File: config.mk
export PLATFORM = sky130hd
export DESIGN_NAME = bpsm_top
export DESIGN_NICKNAME = d
export VERILOG_FILES = /design/src/bpsm_pkg.sv /design/src/bpsm_top.sv
export VERILOG_INCLUDE_DIRS = /design/src
export SDC_FILE = /design/constraint.sdc
export NUM_CORES = 1
export LEC_CHECK = 0
export BUFFER_PORTS_ARGS = -buffer_cell sky130_fd_sc_hd__buf_4
export CORE_UTILIZATION = 57
export CTS_BUF_LIST = sky130_fd_sc_hd__clkbuf_8
export CTS_CLUSTER_DIAMETER = 40
export DETAILED_ROUTE_END_ITERATION = 10
export PLACE_DENSITY = 0.81
export SETUP_SLACK_MARGIN = 0.4
export SLEW_MARGIN = 40
export SYNTH_ARGS = -nofsm -noshare
export SYNTH_HDL_FRONTEND = slang
export SYNTH_SLANG_ARGS = --single-unit
File: constraint.sdc
create_clock -name core_clk -period 4.2 [get_ports core_clk]
set_input_delay 0 -clock core_clk [delete_from_list [all_inputs] [get_ports core_clk]]
set_output_delay 0 -clock core_clk [all_outputs]
set_load 0.01 [all_outputs]
File: src/bpsm_defines.svh
// Offsets, field positions, reset values and timing counts for the monitor
`ifndef BPSM_DEFINES_SVH
`define BPSM_DEFINES_SVH
`define BPSM_ADDR_W 4
`define BPSM_OFF_CTRL 4'h0
`define BPSM_OFF_STAT 4'h4
`define BPSM_OFF_FOUT 4'h8
`define BPSM_OFF_SRAM0 4'hC
`define BPSM_OFF_SRAM1 4'hD
// Control register fields
`define BPSM_CTL_EVEN 0
`define BPSM_CTL_EVENT_BATTERY_MODE_DISABLE 1
`define BPSM_CTL_FRZ 2
`define BPSM_CTL_EVOUT 3
`define BPSM_CTL_LPM 4
`define BPSM_CTL_HYS_LO 5
`define BPSM_CTL_SMP_LO 7
`define BPSM_CTL_RESET 8'h00
// Status register fields
`define BPSM_ST_EVT 0
`define BPSM_ST_TPL 1
`define BPSM_ST_BAT 2
`define BPSM_ST_ALM 3
// Timing, in ms figures scaled by 1000 (us) and a 250 MHz core clock
`define BPSM_CLK_MHZ 250
`define BPSM_HYS1_US 3900
`define BPSM_HYS2_US 15625
`define BPSM_HYS3_US 31250
`define BPSM_SMP2_US 500000
`define BPSM_SMP1_US 1000000
`define BPSM_SMP4_US 4000000
`endif

File: src/bpsm_pkg.sv
// Types shared by the backup power switch and event monitor
package bpsm_pkg;
  typedef enum logic [1:0] {
    BPSM_PWR_UNUSED = 2'b00, // Battery sealed, never on main yet
    BPSM_PWR_MAIN = 2'b01,
    BPSM_PWR_BATT = 2'b11
  } bpsm_pwr_e;
endpackage

File: src/bpsm_top.sv
// Backup power switch, power loss flag and tamper event monitor
`include "bpsm_defines.svh"
module bpsm_top
  import bpsm_pkg::*;
#(
  parameter int unsigned HYS1_CYC = `BPSM_HYS1_US * `BPSM_CLK_MHZ,
  parameter int unsigned HYS2_CYC = `BPSM_HYS2_US * `BPSM_CLK_MHZ,
  parameter int unsigned HYS3_CYC = `BPSM_HYS3_US * `BPSM_CLK_MHZ,
  parameter int unsigned SMP2_CYC = `BPSM_SMP2_US * `BPSM_CLK_MHZ,
  parameter int unsigned SMP1_CYC = `BPSM_SMP1_US * `BPSM_CLK_MHZ,
  parameter int unsigned SMP4_CYC = `BPSM_SMP4_US * `BPSM_CLK_MHZ
) (
  input wire logic core_clk,
  input wire logic rst_b,
  input wire logic [`BPSM_ADDR_W-1:0] reg_addr,
  input wire logic [7:0] reg_wdata,
  input wire logic reg_wr,
  input wire logic reg_rd,
  output logic [7:0] reg_rdata,
  input wire logic event_input,
  input wire logic main_below_backup_hys,
  input wire logic main_below_trip,
  input wire logic main_above_backup_hys,
  input wire logic main_above_trip_hys,
  input wire logic main_below_backup,
  input wire logic both_supplies_lost,
  input wire logic crystal_input,
  input wire logic alarm_event,
  input wire logic serial_req,
  output logic serial_enable,
  output logic on_backup,
  output logic seconds_enable,
  output logic event_detect_output_oe,
  output logic event_detect_output_o,
  output logic alarm_or_freq_pin_oe,
  output logic alarm_or_freq_pin_o
);

  // Released reset copy; async assert, sync release
  logic [1:0] rst_sync_q;
  always_ff @(posedge core_clk or negedge rst_b) begin
    if (!rst_b) begin
      rst_sync_q <= 2'b00;
    end else begin
      rst_sync_q <= {rst_sync_q[0], 1'b1};
    end
  end
  wire rst_n = rst_sync_q[1];

  // Three-stage sampling of pins; change taken when stages two and three agree
  function automatic logic agree3(input logic [2:0] s, input logic prev);
    agree3 = (s[1] == s[2]) ? s[2] : prev;
  endfunction
  logic [2:0] ev_s_q, xt_s_q, lb_s_q;
  logic ev_q, xt_q, lost_q;
  always_ff @(posedge core_clk or negedge rst_n) begin
    if (!rst_n) begin
      ev_s_q <= 3'b000;
      xt_s_q <= 3'b000;
      lb_s_q <= 3'b000;
      ev_q <= 1'b0;
      xt_q <= 1'b0;
      lost_q <= 1'b0;
    end else begin
      ev_s_q <= {ev_s_q[1:0], event_input};
      xt_s_q <= {xt_s_q[1:0], crystal_input};
      lb_s_q <= {lb_s_q[1:0], both_supplies_lost};
      ev_q <= agree3(ev_s_q, ev_q);
      xt_q <= agree3(xt_s_q, xt_q);
      lost_q <= agree3(lb_s_q, lost_q);
    end
  end

  // Comparator outputs; these arrive from analog, so they are synchronised
  logic [2:0] c0_q, c1_q, c2_q, c3_q, c4_q;
  always_ff @(posedge core_clk or negedge rst_n) begin
    if (!rst_n) begin
      c0_q <= 3'b000;
      c1_q <= 3'b111; // Below trip until seen, so the seal holds
      c2_q <= 3'b000;
      c3_q <= 3'b000;
      c4_q <= 3'b000;
    end else begin
      c0_q <= {c0_q[1:0], main_below_backup_hys};
      c1_q <= {c1_q[1:0], main_below_trip};
      c2_q <= {c2_q[1:0], main_above_backup_hys};
      c3_q <= {c3_q[1:0], main_above_trip_hys};
      c4_q <= {c4_q[1:0], main_below_backup};
    end
  end
  wire cmp_bbh = c0_q[2] & c0_q[1];
  wire cmp_btr = c1_q[2] & c1_q[1];
  wire cmp_abh = c2_q[2] & c2_q[1];
  wire cmp_atr = c3_q[2] & c3_q[1];
  wire cmp_bb = c4_q[2] & c4_q[1];

  // Registers written by software
  logic [7:0] ctrl_q;
  logic [4:0] fout_q; // bit4 enables frequency mode, [3:0] rate
  logic [7:0] sram_q [2];
  wire wr_ctrl = reg_wr && reg_addr == `BPSM_OFF_CTRL;
  wire wr_stat = reg_wr && reg_addr == `BPSM_OFF_STAT;
  wire wr_fout = reg_wr && reg_addr == `BPSM_OFF_FOUT;
  bpsm_pwr_e pwr_q;
  wire bus_ok = pwr_q != BPSM_PWR_BATT;
  always_ff @(posedge core_clk or negedge rst_n) begin
    if (!rst_n) begin
      ctrl_q <= `BPSM_CTL_RESET;
      fout_q <= 5'h00;
    end else begin
      if (wr_ctrl && bus_ok) begin
        ctrl_q <= reg_wdata;
      end
      if (wr_fout && bus_ok) begin
        fout_q <= reg_wdata[4:0];
      end
    end
  end

  // Scratch bytes hold through backup; only the bus path is cut
  always_ff @(posedge core_clk) begin
    if (reg_wr && bus_ok && reg_addr == `BPSM_OFF_SRAM0) begin
      sram_q[0] <= reg_wdata;
    end
    if (reg_wr && bus_ok && reg_addr == `BPSM_OFF_SRAM1) begin
      sram_q[1] <= reg_wdata;
    end
  end

  // Supply select; sealed battery until main seen once
  always_ff @(posedge core_clk or negedge rst_n) begin
    if (!rst_n) begin
      pwr_q <= BPSM_PWR_UNUSED;
    end else begin
      unique case (pwr_q)
        BPSM_PWR_UNUSED: begin
          if (!cmp_btr) begin
            pwr_q <= BPSM_PWR_MAIN;
          end
        end
        BPSM_PWR_MAIN: begin
          if (ctrl_q[`BPSM_CTL_LPM] ? cmp_bb : (cmp_bbh && cmp_btr)) begin
            pwr_q <= BPSM_PWR_BATT;
          end
        end
        BPSM_PWR_BATT: begin
          if (cmp_abh || cmp_atr) begin
            pwr_q <= BPSM_PWR_MAIN;
          end
        end
        default: pwr_q <= BPSM_PWR_UNUSED;
      endcase
    end
  end

  // Total loss flag: caught after release, cleared by writing one
  logic tpl_q, tpl_init_q;
  always_ff @(posedge core_clk or negedge rst_n) begin
    if (!rst_n) begin
      tpl_q <= 1'b0;
      tpl_init_q <= 1'b0;
    end else begin
      tpl_init_q <= 1'b1;
      if ((!tpl_init_q && lb_s_q[2]) || lost_q) begin
        tpl_q <= 1'b1;
      end else if (wr_stat && bus_ok && reg_wdata[`BPSM_ST_TPL]) begin
        tpl_q <= 1'b0;
      end
    end
  end

  // Event path active on main, or on backup unless battery use disabled
  wire on_batt = pwr_q == BPSM_PWR_BATT;
  wire ev_active = ctrl_q[`BPSM_CTL_EVEN] &&
    !(on_batt && ctrl_q[`BPSM_CTL_EVENT_BATTERY_MODE_DISABLE]);
  wire ev_gated = ev_active & ev_q;

  // Sample window timer: continuous, or a sample tick at chosen rate
  function automatic logic [31:0] smp_len(input logic [1:0] s);
    unique case (s)
      2'd1: smp_len = SMP4_CYC;
      2'd2: smp_len = SMP1_CYC;
      2'd3: smp_len = SMP2_CYC;
      default: smp_len = 32'h0000_0000;
    endcase
  endfunction
  function automatic logic [31:0] hys_len(input logic [1:0] s);
    unique case (s)
      2'd1: hys_len = HYS1_CYC;
      2'd2: hys_len = HYS2_CYC;
      2'd3: hys_len = HYS3_CYC;
      default: hys_len = 32'h0000_0000;
    endcase
  endfunction
  // One control bit turns sampling on and picks the quarter-hertz slot.
  // Limitation: the one and two hertz slots stay decoded for a wider
  // control field, but no bit reaches them, so software cannot pick them.
  // Trade-off: one bit keeps the control byte full without a second page.
  wire [1:0] smp_mode = {1'b0, ctrl_q[`BPSM_CTL_SMP_LO]};
  logic [31:0] smp_cnt_q;
  logic smp_win;
  always_ff @(posedge core_clk or negedge rst_n) begin
    if (!rst_n) begin
      smp_cnt_q <= 32'h0000_0000;
    end else if (smp_cnt_q >= smp_len(smp_mode)) begin
      smp_cnt_q <= 32'h0000_0000;
    end else begin
      smp_cnt_q <= smp_cnt_q + 32'h0000_0001;
    end
  end
  // Window stays open for the filter time plus one so a sample can qualify
  always_comb begin
    smp_win = (smp_mode == 2'd0) ||
      (smp_cnt_q <= hys_len(ctrl_q[`BPSM_CTL_HYS_LO +: 2]));
  end

  // Glitch filter: input must stay high for the selected time
  logic [31:0] hys_cnt_q;
  logic ev_hit;
  always_ff @(posedge core_clk or negedge rst_n) begin
    if (!rst_n) begin
      hys_cnt_q <= 32'h0000_0000;
    end else if (!(ev_gated && smp_win)) begin
      hys_cnt_q <= 32'h0000_0000;
    end else if (!ev_hit) begin
      hys_cnt_q <= hys_cnt_q + 32'h0000_0001;
    end
  end
  always_comb begin
    ev_hit = ev_gated && smp_win &&
      (hys_cnt_q >= hys_len(ctrl_q[`BPSM_CTL_HYS_LO +: 2]));
  end

  // Sticky event flag; a new event wins over a clear
  logic evt_q;
  always_ff @(posedge core_clk or negedge rst_n) begin
    if (!rst_n) begin
      evt_q <= 1'b0;
    end else if (ev_hit) begin
      evt_q <= 1'b1;
    end else if (wr_stat && bus_ok && reg_wdata[`BPSM_ST_EVT]) begin
      evt_q <= 1'b0;
    end
  end

  // Alarm status, sticky, set wins over clear
  logic alm_q;
  always_ff @(posedge core_clk or negedge rst_n) begin
    if (!rst_n) begin
      alm_q <= 1'b0;
    end else if (alarm_event && !fout_q[4]) begin
      alm_q <= 1'b1;
    end else if (wr_stat && bus_ok && reg_wdata[`BPSM_ST_ALM]) begin
      alm_q <= 1'b0;
    end
  end

  // Frequency divider from the sampled timebase: rate n halves n times
  logic [15:0] div_q;
  logic xt_d1_q;
  always_ff @(posedge core_clk or negedge rst_n) begin
    if (!rst_n) begin
      div_q <= 16'h0000;
      xt_d1_q <= 1'b0;
    end else begin
      xt_d1_q <= xt_q;
      if (xt_q && !xt_d1_q) begin
        div_q <= div_q + 16'h0001;
      end
    end
  end
  wire fclk = fout_q[3:0] == 4'h0 ? xt_q : div_q[fout_q[3:0] - 4'h1];

  // Pin and control outputs, all registered
  always_ff @(posedge core_clk or negedge rst_n) begin
    if (!rst_n) begin
      event_detect_output_oe <= 1'b0;
      event_detect_output_o <= 1'b0;
      alarm_or_freq_pin_oe <= 1'b0;
      alarm_or_freq_pin_o <= 1'b0;
      seconds_enable <= 1'b1;
      serial_enable <= 1'b0;
      on_backup <= 1'b0;
    end else begin
      // Pull low from event until flag clear
      event_detect_output_oe <= evt_q && ev_active &&
        ctrl_q[`BPSM_CTL_EVOUT];
      event_detect_output_o <= 1'b0;
      if (fout_q[4]) begin
        alarm_or_freq_pin_oe <= !fclk;
      end else begin
        alarm_or_freq_pin_oe <= alm_q;
      end
      alarm_or_freq_pin_o <= 1'b0;
      seconds_enable <= !(evt_q && ctrl_q[`BPSM_CTL_FRZ]);
      serial_enable <= bus_ok && serial_req;
      on_backup <= on_batt;
    end
  end

  // Read port; answer one cycle later, nothing while on backup
  always_ff @(posedge core_clk or negedge rst_n) begin
    if (!rst_n) begin
      reg_rdata <= 8'h00;
    end else if (reg_rd && bus_ok) begin
      unique case (reg_addr)
        `BPSM_OFF_CTRL: reg_rdata <= ctrl_q;
        `BPSM_OFF_STAT: reg_rdata <= {4'h0, alm_q, on_batt, tpl_q, evt_q};
        `BPSM_OFF_FOUT: reg_rdata <= {3'h0, fout_q};
        `BPSM_OFF_SRAM0: reg_rdata <= sram_q[0];
        `BPSM_OFF_SRAM1: reg_rdata <= sram_q[1];
        default: reg_rdata <= 8'h00;
      endcase
    end else begin
      reg_rdata <= 8'h00;
    end
  end

endmodule

Word-level counts from Yosys, hierarchy flattened
Memory sizes are Yosys's and may differ from the RTL's.
Index checks and enable logic that the tools add are counted.
W data, S select, Z words.
Operators by class
  $add $sub $neg: 4
  magnitude comparators: 4
  equality and inequality tests: 17
  multiplexer cells: 29
  bitwise operators: 6
  reductions and logical operators: 43
Operators with widths (count)
  $mux W32: 3
  $pmux W23 S3: 1
  $add A32 B1 Y32 const B: 2
  $ge A32 B32 Y1: 2
  $pmux W8 S5: 1
  $le A32 B32 Y1: 1
  $mux W30: 1
  $logic_and A1 B1 Y1: 25
  $add A16 B1 Y16 const B: 1
  $mux W1: 16
  $mux W8: 2
  $eq A4 B4 Y1 const B: 3
  $logic_not A4 Y1: 2
  $ne A2 B2 Y1 const B: 4
  $reduce_or A8 Y1: 1
  $and A1 B1 Y1: 6
  $eq A2 B2 Y1 const B: 3
  $logic_not A1 Y1: 6
  $mux W2: 3
  $pmux W2 S3: 1
  $reduce_bool A2 Y1: 3
  $lt A4 B5 Y1 const B: 1
  $bmux W1 S4: 1
  $eq A2 B1 Y1 const B: 2
  other kinds (7): 12
Storage, ports and cells
  flip-flop bits (word level): 142
  memory bits (writable): 16
  output and inout bits: 15
  memories kept: 1
Memories
  sram_q: words 2, width 8, read ports 2, clocked after memory_dff 0, write ports 1, line bpsm_top.sv:100  | logic [7:0] sram_q [2];

Logic depth before layout (Yosys ltp)
Gate-level depths: netlist of run 1.
  word-level depth: 9
  gate-level depth with buffers: 14
  gate-level depth less buffers: 12

Least setup slack after synthesis of run 1
OpenSTA, ideal clock, no wires.
  path kind: register -> register
  start point: register ctrl_q[6]
  end point: register hys_cnt_q[16]
  setup time: 78 ps
  arrival: 3304 ps
  data required time: 4122 ps
  setup slack: 818 ps
  stages on the path, launching flop included: 12
  buffers on the path: 1
  period minus slack after synthesis: 3382 ps
  cell sequence: dfrtp_1 inv_1 ha_1 o21ai_0 ha_1 a31o_2 a221oi_1 o211ai_1 a2bb2oi_1 buf_6 or4_2 a21oi_1
Between the ends
  longest elaborated chain between the ends: 7
  elaborated cells between the ends (all ways): 11
  those cells by class: order compare (2); eq/ne (4); mux (2); reduce/logical (3)
RTL lines
  start, declared: line bpsm_top.sv:98  | logic [7:0] ctrl_q;
  start signal, assigned: line bpsm_top.sv:108  | ctrl_q <= `BPSM_CTL_RESET;
  start signal, assigned: line bpsm_top.sv:112  | ctrl_q <= reg_wdata;
  $eq A2 B2 Y1 / $eq A2 B1 Y1 (equally long branches): line bpsm_top.sv:188  | unique case (s)
  $pmux W23 S3 *: line bpsm_top.sv:188
  $le A32 B32 Y1: line bpsm_top.sv:214  | (smp_cnt_q <= hys_len(ctrl_q[`BPSM_CTL_HYS_LO +: 2]));
  $logic_or A1 B1 Y1: line bpsm_top.sv:213  | smp_win = (smp_mode == 2'd0) ||
  $logic_and A1 B1 Y1: line bpsm_top.sv:223, bpsm_top.sv:230
  $logic_and A1 B1 Y1: line bpsm_top.sv:230  | ev_hit = ev_gated && smp_win &&
  $ne A2 B2 Y1 (no source line)
  end signal, assigned: line bpsm_top.sv:226  | hys_cnt_q <= hys_cnt_q + 32'h0000_0001;
  end, declared: line bpsm_top.sv:218  | logic [31:0] hys_cnt_q;
Every way passes the cells marked *; elsewhere a longest branch is shown, timed or not.
A chain may end at the register's enable or synchronous reset.

Worst setup path in the final report of run 1
  start point: register ctrl_q[6]
  end point: register hys_cnt_q[21]
The elaborated chain is that of the path after synthesis.

==> flow_summary.toml, run 1 <==
[clocking]
htree_levels = 4
cts_root_buf = "clkbuf_8"
cts_buffers = 17
clock-sinks = 158
path_clk_slew_ns = 0.09
cts_tree = "built"
insertion_delay_ns = 0.46
cts_max_path_buffers = 2

[synthesis]
synth_cell_types = 72
synth_compound_area_share_pct = 9.63
yosys_most_used_dff = "dfrtp_1"
avgSynthCellArea_sq_um = 11.0
yosysWarnings = 0
synthSimpleGateAreaFrac_pct = 16.8
synth_mux_area_share_pct = 3.79
synth_area_leader_cell = "dfrtp_1"
synth-adder-area-share_pct = 10.3
synth_area_sq_um = 7960
yosys_register_bits = 158
synth.area.top_cells = "dfrtp_1 (43%), ha_1 (9.9%), edfxtp_1 (6.0%)"
yosysSeqAreaShare_pct = 50.8
async_reset_ff_share_pct = 89.9
synth_top_family_by_area = "simple AND/OR/NAND/NOR gates"
yosys.area.top_type_share_pct = 43.4
synth_edf_count = 16
synthCells = 724
synth_xor_area_share_pct = 5.39

[sta]
max_freq_mhz = 280
final_max_slew_viol_count = 0
slew_headroom_pct = 55.9
finalSetupViolCount = 0
fin_tns_setup_ns = 0
hold_viol = 0
holdWs_ns = 0.0429
period_needed_ns = 3.57
rsz0062_at_grt = "no"
worst_pin_slew_ns = 0.659
finalCritPeriodShare_pct = 85.0
clock_skew_ns = 0.0114

[cells_and_area]
fill_cells = 945
fin_cells = 991
fin_area_sq_um = 9170
area_delta_synth_final_pct = 15.3
drive_gt1_share_pct = 16.2
final_net_count = 891
post-route-util_pct = 68.4
antenna_cells = 0

[global_route]
grt_pass1_vias = 6138
antenna_found_initial = 0
grt_pass1_wl_um = 29400
grt_util_all_layers_pct = 26.2
grt_max_degree = 45
overflow = 0

[job]
max_cap_viol_count = 0

[power_and_ir_drop]
ir_worst_vdd_uv = 318
power.leakage_nw = 3.99
power.density_nw_per_um2 = 432

[worst_setup_path]
worstPathRequired_ns = 4.58
path_max_fanout = 21
critPathTopFamily = "compound AO/OA/AOI/OAI gates"
r2r_end = "hys_cnt_q[21]$_DFFE_PN0P_"
endpoint_kind = "flip-flop"
crit_chain = "clkinvlp_4, ha_1, inv_1, o21ai_0, buf_4, ha_1, a31o_2, a221oi_1, o211ai_1, a2bb2oi_4, buf_4, or4_1, a21oi_1"
cp-start-kind = "flip-flop"
path_class = "flip-flop to flip-flop"
cp_num_buf_inv = 4
rr_startpoint = "ctrl_q[6]$_DFFE_PN0P_"
crit_arrival_ns = 3.95
regToRegSetupSlack_ns = 0.63
worstRegToRegCells = 13
slowest_stage = "or4_1"
critPathMaxStageDelay_ns = 0.54

[routing]
dr.pass1.iters = 5
vias = 5959
vias_per_cell = 6.01
wl_per_cell_um = 17.1
routed_wl_um = 16900
drcViolationCount = 0
drt_iter0_drc = 461
drtAntennaViolNets = 0

[floorplanning]
die_area_sq_um = 14400
start_util_pct = 59.4
rows = 42
dieHeight_um = 120
io_pins = 41
die_width_um = 120
core-area_sq_um = 13400

[placement]
place_inst = 933
place_congestion = 0.862
port_buffers = 38
dp_hpwl_um = 12000
dpl_cell_area_sq_um = 8500

[hold_path]
min_to = "reg_rdata[1]$_DFF_PN0_"
worstHoldStart = "reg_addr[0]"
hold_depth = 4
worstHoldPathType = "primary input to flip-flop"

[outcome]
status = "finished, final reports clean"
==> sequential cells by signal, indices dropped and copies added, names as in the netlist, 2 cells and up <==
name        cells
hys_cnt_q      32
c4_q            3
fout_q          5
rst_sync_q      2
c1_q            3
lb_s_q          3
reg_rdata       8
div_q          16
c3_q            3
pwr_q           2
ctrl_q          8
xt_s_q          3
sram_q         16
c0_q            3
ev_s_q          3
c2_q            3
smp_cnt_q      32
==> worst reg2reg max path, cell delays in order (launching register included) <==
cell        delay (ns)
dfrtp_2           0.44
clkinvlp_4        0.16
ha_1              0.26
inv_1             0.12
o21ai_0           0.16
buf_4             0.20
ha_1              0.31
a31o_2            0.21
a221oi_1          0.27
o211ai_1          0.17
a2bb2oi_4         0.25
buf_4             0.21
or4_1             0.54
a21oi_1           0.19
==> placed cells by master (no fill, tap or decap), types with 3 or more instances in the layout <==
cell | Yosys | routed
nor2_1 | 63 | 63
nor4_1 | 6 | 6
a21oi_1 | 44 | 44
nor3_1 | 10 | 10
dlygate4sd3_1 | 0 | 23
o21ai_0 | 19 | 19
a222oi_1 | 8 | 8
or4_1 | 13 | 13
edfxtp_1 | 16 | 16
dfrtp_1 | 138 | 136
nor2b_1 | 6 | 6
nor4b_2 | 1 | 3
conb_1 | 2 | 5
nand2_1 | 54 | 54
inv_6 | 0 | 4
o211ai_1 | 3 | 3
ha_1 | 63 | 63
or4_2 | 3 | 3
mux4_2 | 5 | 5
inv_1 | 37 | 36
dfstp_2 | 4 | 4
a211o_1 | 3 | 3
o31ai_1 | 14 | 14
a22oi_1 | 4 | 4
or3_1 | 9 | 9
mux2_2 | 15 | 15
xor2_1 | 26 | 26
and3_1 | 13 | 13
maj3_1 | 3 | 3
clkbuf_8 | 0 | 18
a31oi_1 | 3 | 3
nand3_1 | 32 | 32
clkinv_4 | 0 | 3
nand4_1 | 19 | 19
xnor2_1 | 23 | 23
buf_4 | 4 | 52
nand2b_1 | 4 | 4
==> timing repair <==
action	4_1_cts	5_1_grt
endpoints found under the setup margin	2	32
resized for setup	1	3
buffers inserted	0	3
hold buffers	23	0
pin swaps	0	1
endpoints found under the hold margin	45	0
==> kinds of logic after synthesis <==
family	count (synthesis)
AO/OA/AOI/OAI	118
other	2
AND/OR/NAND/NOR	252
XOR/XNOR	49
multiplexers	22
flip-flops	158
adder cells (fa/ha/maj)	66
buffers and inverters	57
==> final cells by class <==
cell class                 instances  area, sq um  area share, %
clock buffer                      18          248           2.70
clock inverter                    14          149           1.62
inverter                          37          143           1.56
multi-input combinational        512         3720           40.6
sequential                       158         4040           44.1
tap                              176          220           2.40
timing repair buffer              76          641           6.99
==> report_power, final <==
group	switching [mW]	internal, mW	total [mW]	leakage (nW)
logic	0.566	0.461	1.03	1.80
clock network	0.602	0.505	1.11	0.202
registers	0.153	1.68	1.83	1.99
==> Yosys cell counts, types with 5 or more instances <==
library cell and instances:
nor4_1 6, nor3_1 10, nand3_1 32, nand4_1 19, ha_1 63, o21ai_0 19
o31ai_1 14, a21oi_1 44, mux4_2 5, or3_1 9, a222oi_1 8, edfxtp_1 16
nand2_1 54, mux2_2 15, clkbuf_1 11, nor2_1 63, xnor2_1 23, inv_1 37
xor2_1 26, dfrtp_1 138, and3_1 13, nor2b_1 6, or4_1 13
==> per-layer routing <==
metal	vias to the layer above	part of all wire [%]	GRT usage [%]
met1	2976	44	34.7
met3	39	3.8	4.85
met2	154	50	41.9
met5	-	0	0
li1	2790	-	-
met4	0	2.4	12.2
==> worst max path at each step <==
stage                     cells past startpoint             startpoint                         to
final                                        13  ctrl_q[6]$_DFFE_PN0P_  hys_cnt_q[21]$_DFFE_PN0P_
after global placement                       13  ctrl_q[6]$_DFFE_PN0P_  hys_cnt_q[30]$_DFFE_PN0P_
after detailed placement                     14  ctrl_q[6]$_DFFE_PN0P_  hys_cnt_q[21]$_DFFE_PN0P_
after CTS                                    13  ctrl_q[6]$_DFFE_PN0P_  hys_cnt_q[21]$_DFFE_PN0P_
after floorplan                              11  ctrl_q[6]$_DFFE_PN0P_  hys_cnt_q[16]$_DFFE_PN0P_
after global routing                         14  ctrl_q[5]$_DFFE_PN0P_   hys_cnt_q[4]$_DFFE_PN0P_
==> through the flow <==
stage / power, mW / setup WS [ns]
floorplan: 2.51 / 0.818
global placement: 2.74 / 0.645
detailed placement: 2.82 / 0.426
CTS: 3.96 / 0.430
global route: 4.18 / 0.436
finish: 3.96 / 0.629
No activity file was read; power rests on OpenSTA's default activity.
==> run 2: changes to the inputs <==
RECOVER_POWER = 100   (was default)
==> run 2 against run 1 <==
The flow now finishes with violations (max-capacitance violations, max-slew violations). Maximum frequency decreased by 4.0%. Sequential share of layout area increased by 0.74 points. Die area unchanged. Global-route usage unchanged. Sequential power about the same. Count of clock-buffer cells in the layout unchanged.
==> flow_summary.toml, run 2 (synthesized netlist as in run 1, its figures left out) <==
[outcome]
status = "finished, violations left"
violations = "max-capacitance violations, max-slew violations"

[clocking]
cts_buffers = 17
cts_max_path_buffers = 2
insertion_delay_ns = 0.46
clock-sinks = 158
path_clk_slew_ns = 0.09
htree_levels = 4
cts_tree = "built"
cts_root_buf = "clkbuf_8"

[cells_and_area]
drive_gt1_share_pct = 11.8
antenna_cells = 0
area_delta_synth_final_pct = 13.2
final_common_cell = "dfrtp_1"
reg_top3 = "hys_cnt_q (32), smp_cnt_q (32)"
layout_common_cells = "dfrtp_1 (137), nor2_1 (63), ha_1 (63)"
fin_cells = 991
final_net_count = 891

[floorplanning]
die_area_sq_um = 14400
io_pins = 41
die_width_um = 120
dieHeight_um = 120
core-area_sq_um = 13400
rows = 42
start_util_pct = 59.4

[sta]
finalCritPeriodShare_pct = 88.6
fin_tns_setup_ns = 0
slew_headroom_pct = -11.1
finalSetupViolCount = 0
clock_skew_ns = 0.0109
rsz0062_at_grt = "no"
max_freq_mhz = 269
worst_pin_slew_ns = 1.65
holdWs_ns = 0.0547
hold_viol = 0
final_max_slew_viol_count = 111
period_needed_ns = 3.72

[routing]
routed_wl_um = 17100
dr.pass1.iters = 5
vias = 5946
wl_per_cell_um = 17.2
drt_iter0_drc = 481
drtAntennaViolNets = 0
drcViolationCount = 0
vias_per_cell = 6.00

[job]
max_cap_viol_count = 4

[worst_setup_path]
path_class = "flip-flop to flip-flop"
path_max_fanout = 21
worstPathRequired_ns = 4.49
regToRegSetupSlack_ns = 0.48
worstRegToRegCells = 14
endpoint = "hys_cnt_q[10]$_DFFE_PN0P_"
crit_arrival_ns = 4.01
endpoint_kind = "flip-flop"
r2r_end = "hys_cnt_q[10]$_DFFE_PN0P_"
cp-start-kind = "flip-flop"
crit_start = "ctrl_q[6]$_DFFE_PN0P_"
rr_startpoint = "ctrl_q[6]$_DFFE_PN0P_"

[global_route]
grt_pass1_wl_um = 29400
grt_util_all_layers_pct = 26.2
overflow = 0
grt_pass1_vias = 6138
antenna_found_initial = 0
grt_max_degree = 45

[placement]
place_congestion = 0.862
place_inst = 933
dp_hpwl_um = 12000
port_buffers = 38

[power_and_ir_drop]
power.density_nw_per_um2 = 436
power.leakage_nw = 3.86
ir_worst_vdd_uv = 314
p_total_mw = 3.93

[hold_path]
worstHoldPathType = "primary input to flip-flop"
==> run 2: changes by cell type in the layout (fill, tap and decap cells not counted), moves of 2 or more <==
| cell | change |
|---|---|
| buf_4 | -41 |
| clkbuf_1 | +30 |
| clkbuf_4 | +10 |
| nor4b_1 | +2 |
| nor4b_2 | -2 |
==> run 2: worst min-delay path by stage <==
stage / from / to / slack (ns) / depth (start not counted)
2_1_floorplan: rst_b / rst_sync_q[0]$_DFF_PN0_ / -0.30 / 0
3_3_place_gp: rst_b / rst_sync_q[0]$_DFF_PN0_ / -0.22 / 1
3_5_place_dp: rst_b / rst_sync_q[0]$_DFF_PN0_ / -0.22 / 1
4_1_cts: reg_addr[0] / reg_rdata[1]$_DFF_PN0_ / 0.01 / 4
5_1_grt: reg_rd / reg_rdata[1]$_DFF_PN0_ / 0.07 / 3
6_report: reg_rd / reg_rdata[1]$_DFF_PN0_ / 0.05 / 3
==> run 2: per-layer routing <==
| metal | part of all wire, % | wire, um | up-vias | GRT usage [%] |
|---|---|---|---|---|
| met5 | 0 | 0 | - | 0 |
| met4 | 2.3 | 393 | 0 | 12.2 |
| met3 | 4.1 | 696 | 34 | 4.85 |
| met2 | 50 | 8550 | 161 | 41.9 |
| met1 | 43 | 7420 | 2964 | 34.7 |
| li1 | - | - | 2787 | - |
==> run 2: what timing repair did <==
action | CTS | global route
gates resized for setup | 1 | 3
pin swaps | 0 | 1
hold endpoints to repair | 45 | 0
buffers inserted | 0 | 3
endpoints found under the setup margin | 2 | 32
hold buffers | 23 | 0
==> run 2: layout make-up <==
type	count	area (sq um)
fill	994	4390
sequential	158	4040
inverter	37	143
clock buffer	18	248
multi-input combinational	512	3680
tap	176	220
clock inverter	14	149
timing repair buffer	76	526
==> run 2: critical path, cell delays in order, from the launching register on <==
cell        delay, ns
dfrtp_2          0.44
clkinvlp_4       0.16
ha_1             0.26
inv_1            0.11
o21ai_0          0.16
clkbuf_1         0.21
ha_1             0.35
nand2_1          0.08
nor4b_2          0.32
o2111ai_1        0.15
a21oi_1          0.25
a2bb2oi_4        0.44
clkbuf_1         0.34
or4_1            0.19
a21oi_1          0.08
==> run 2: metrics by stage <==
step	instance area (sq um)	worst slack (ns)	util (%)
detailed placement	8500	0.426	63.4
finish	9010	0.480	67.2
CTS	9140	0.430	68.2
global route	9010	0.197	67.2
floorplan	7970	0.818	-
global placement	8450	0.645	63.0
==> run 2: where the power goes <==
| part | internal, mW | leakage [nW] | switching, mW |
|---|---|---|---|
| registers | 1.68 | 1.99 | 0.153 |
| clock network | 0.505 | 0.202 | 0.603 |
| logic | 0.432 | 1.68 | 0.563 |
| total | 2.61 | 3.86 | 1.32 |
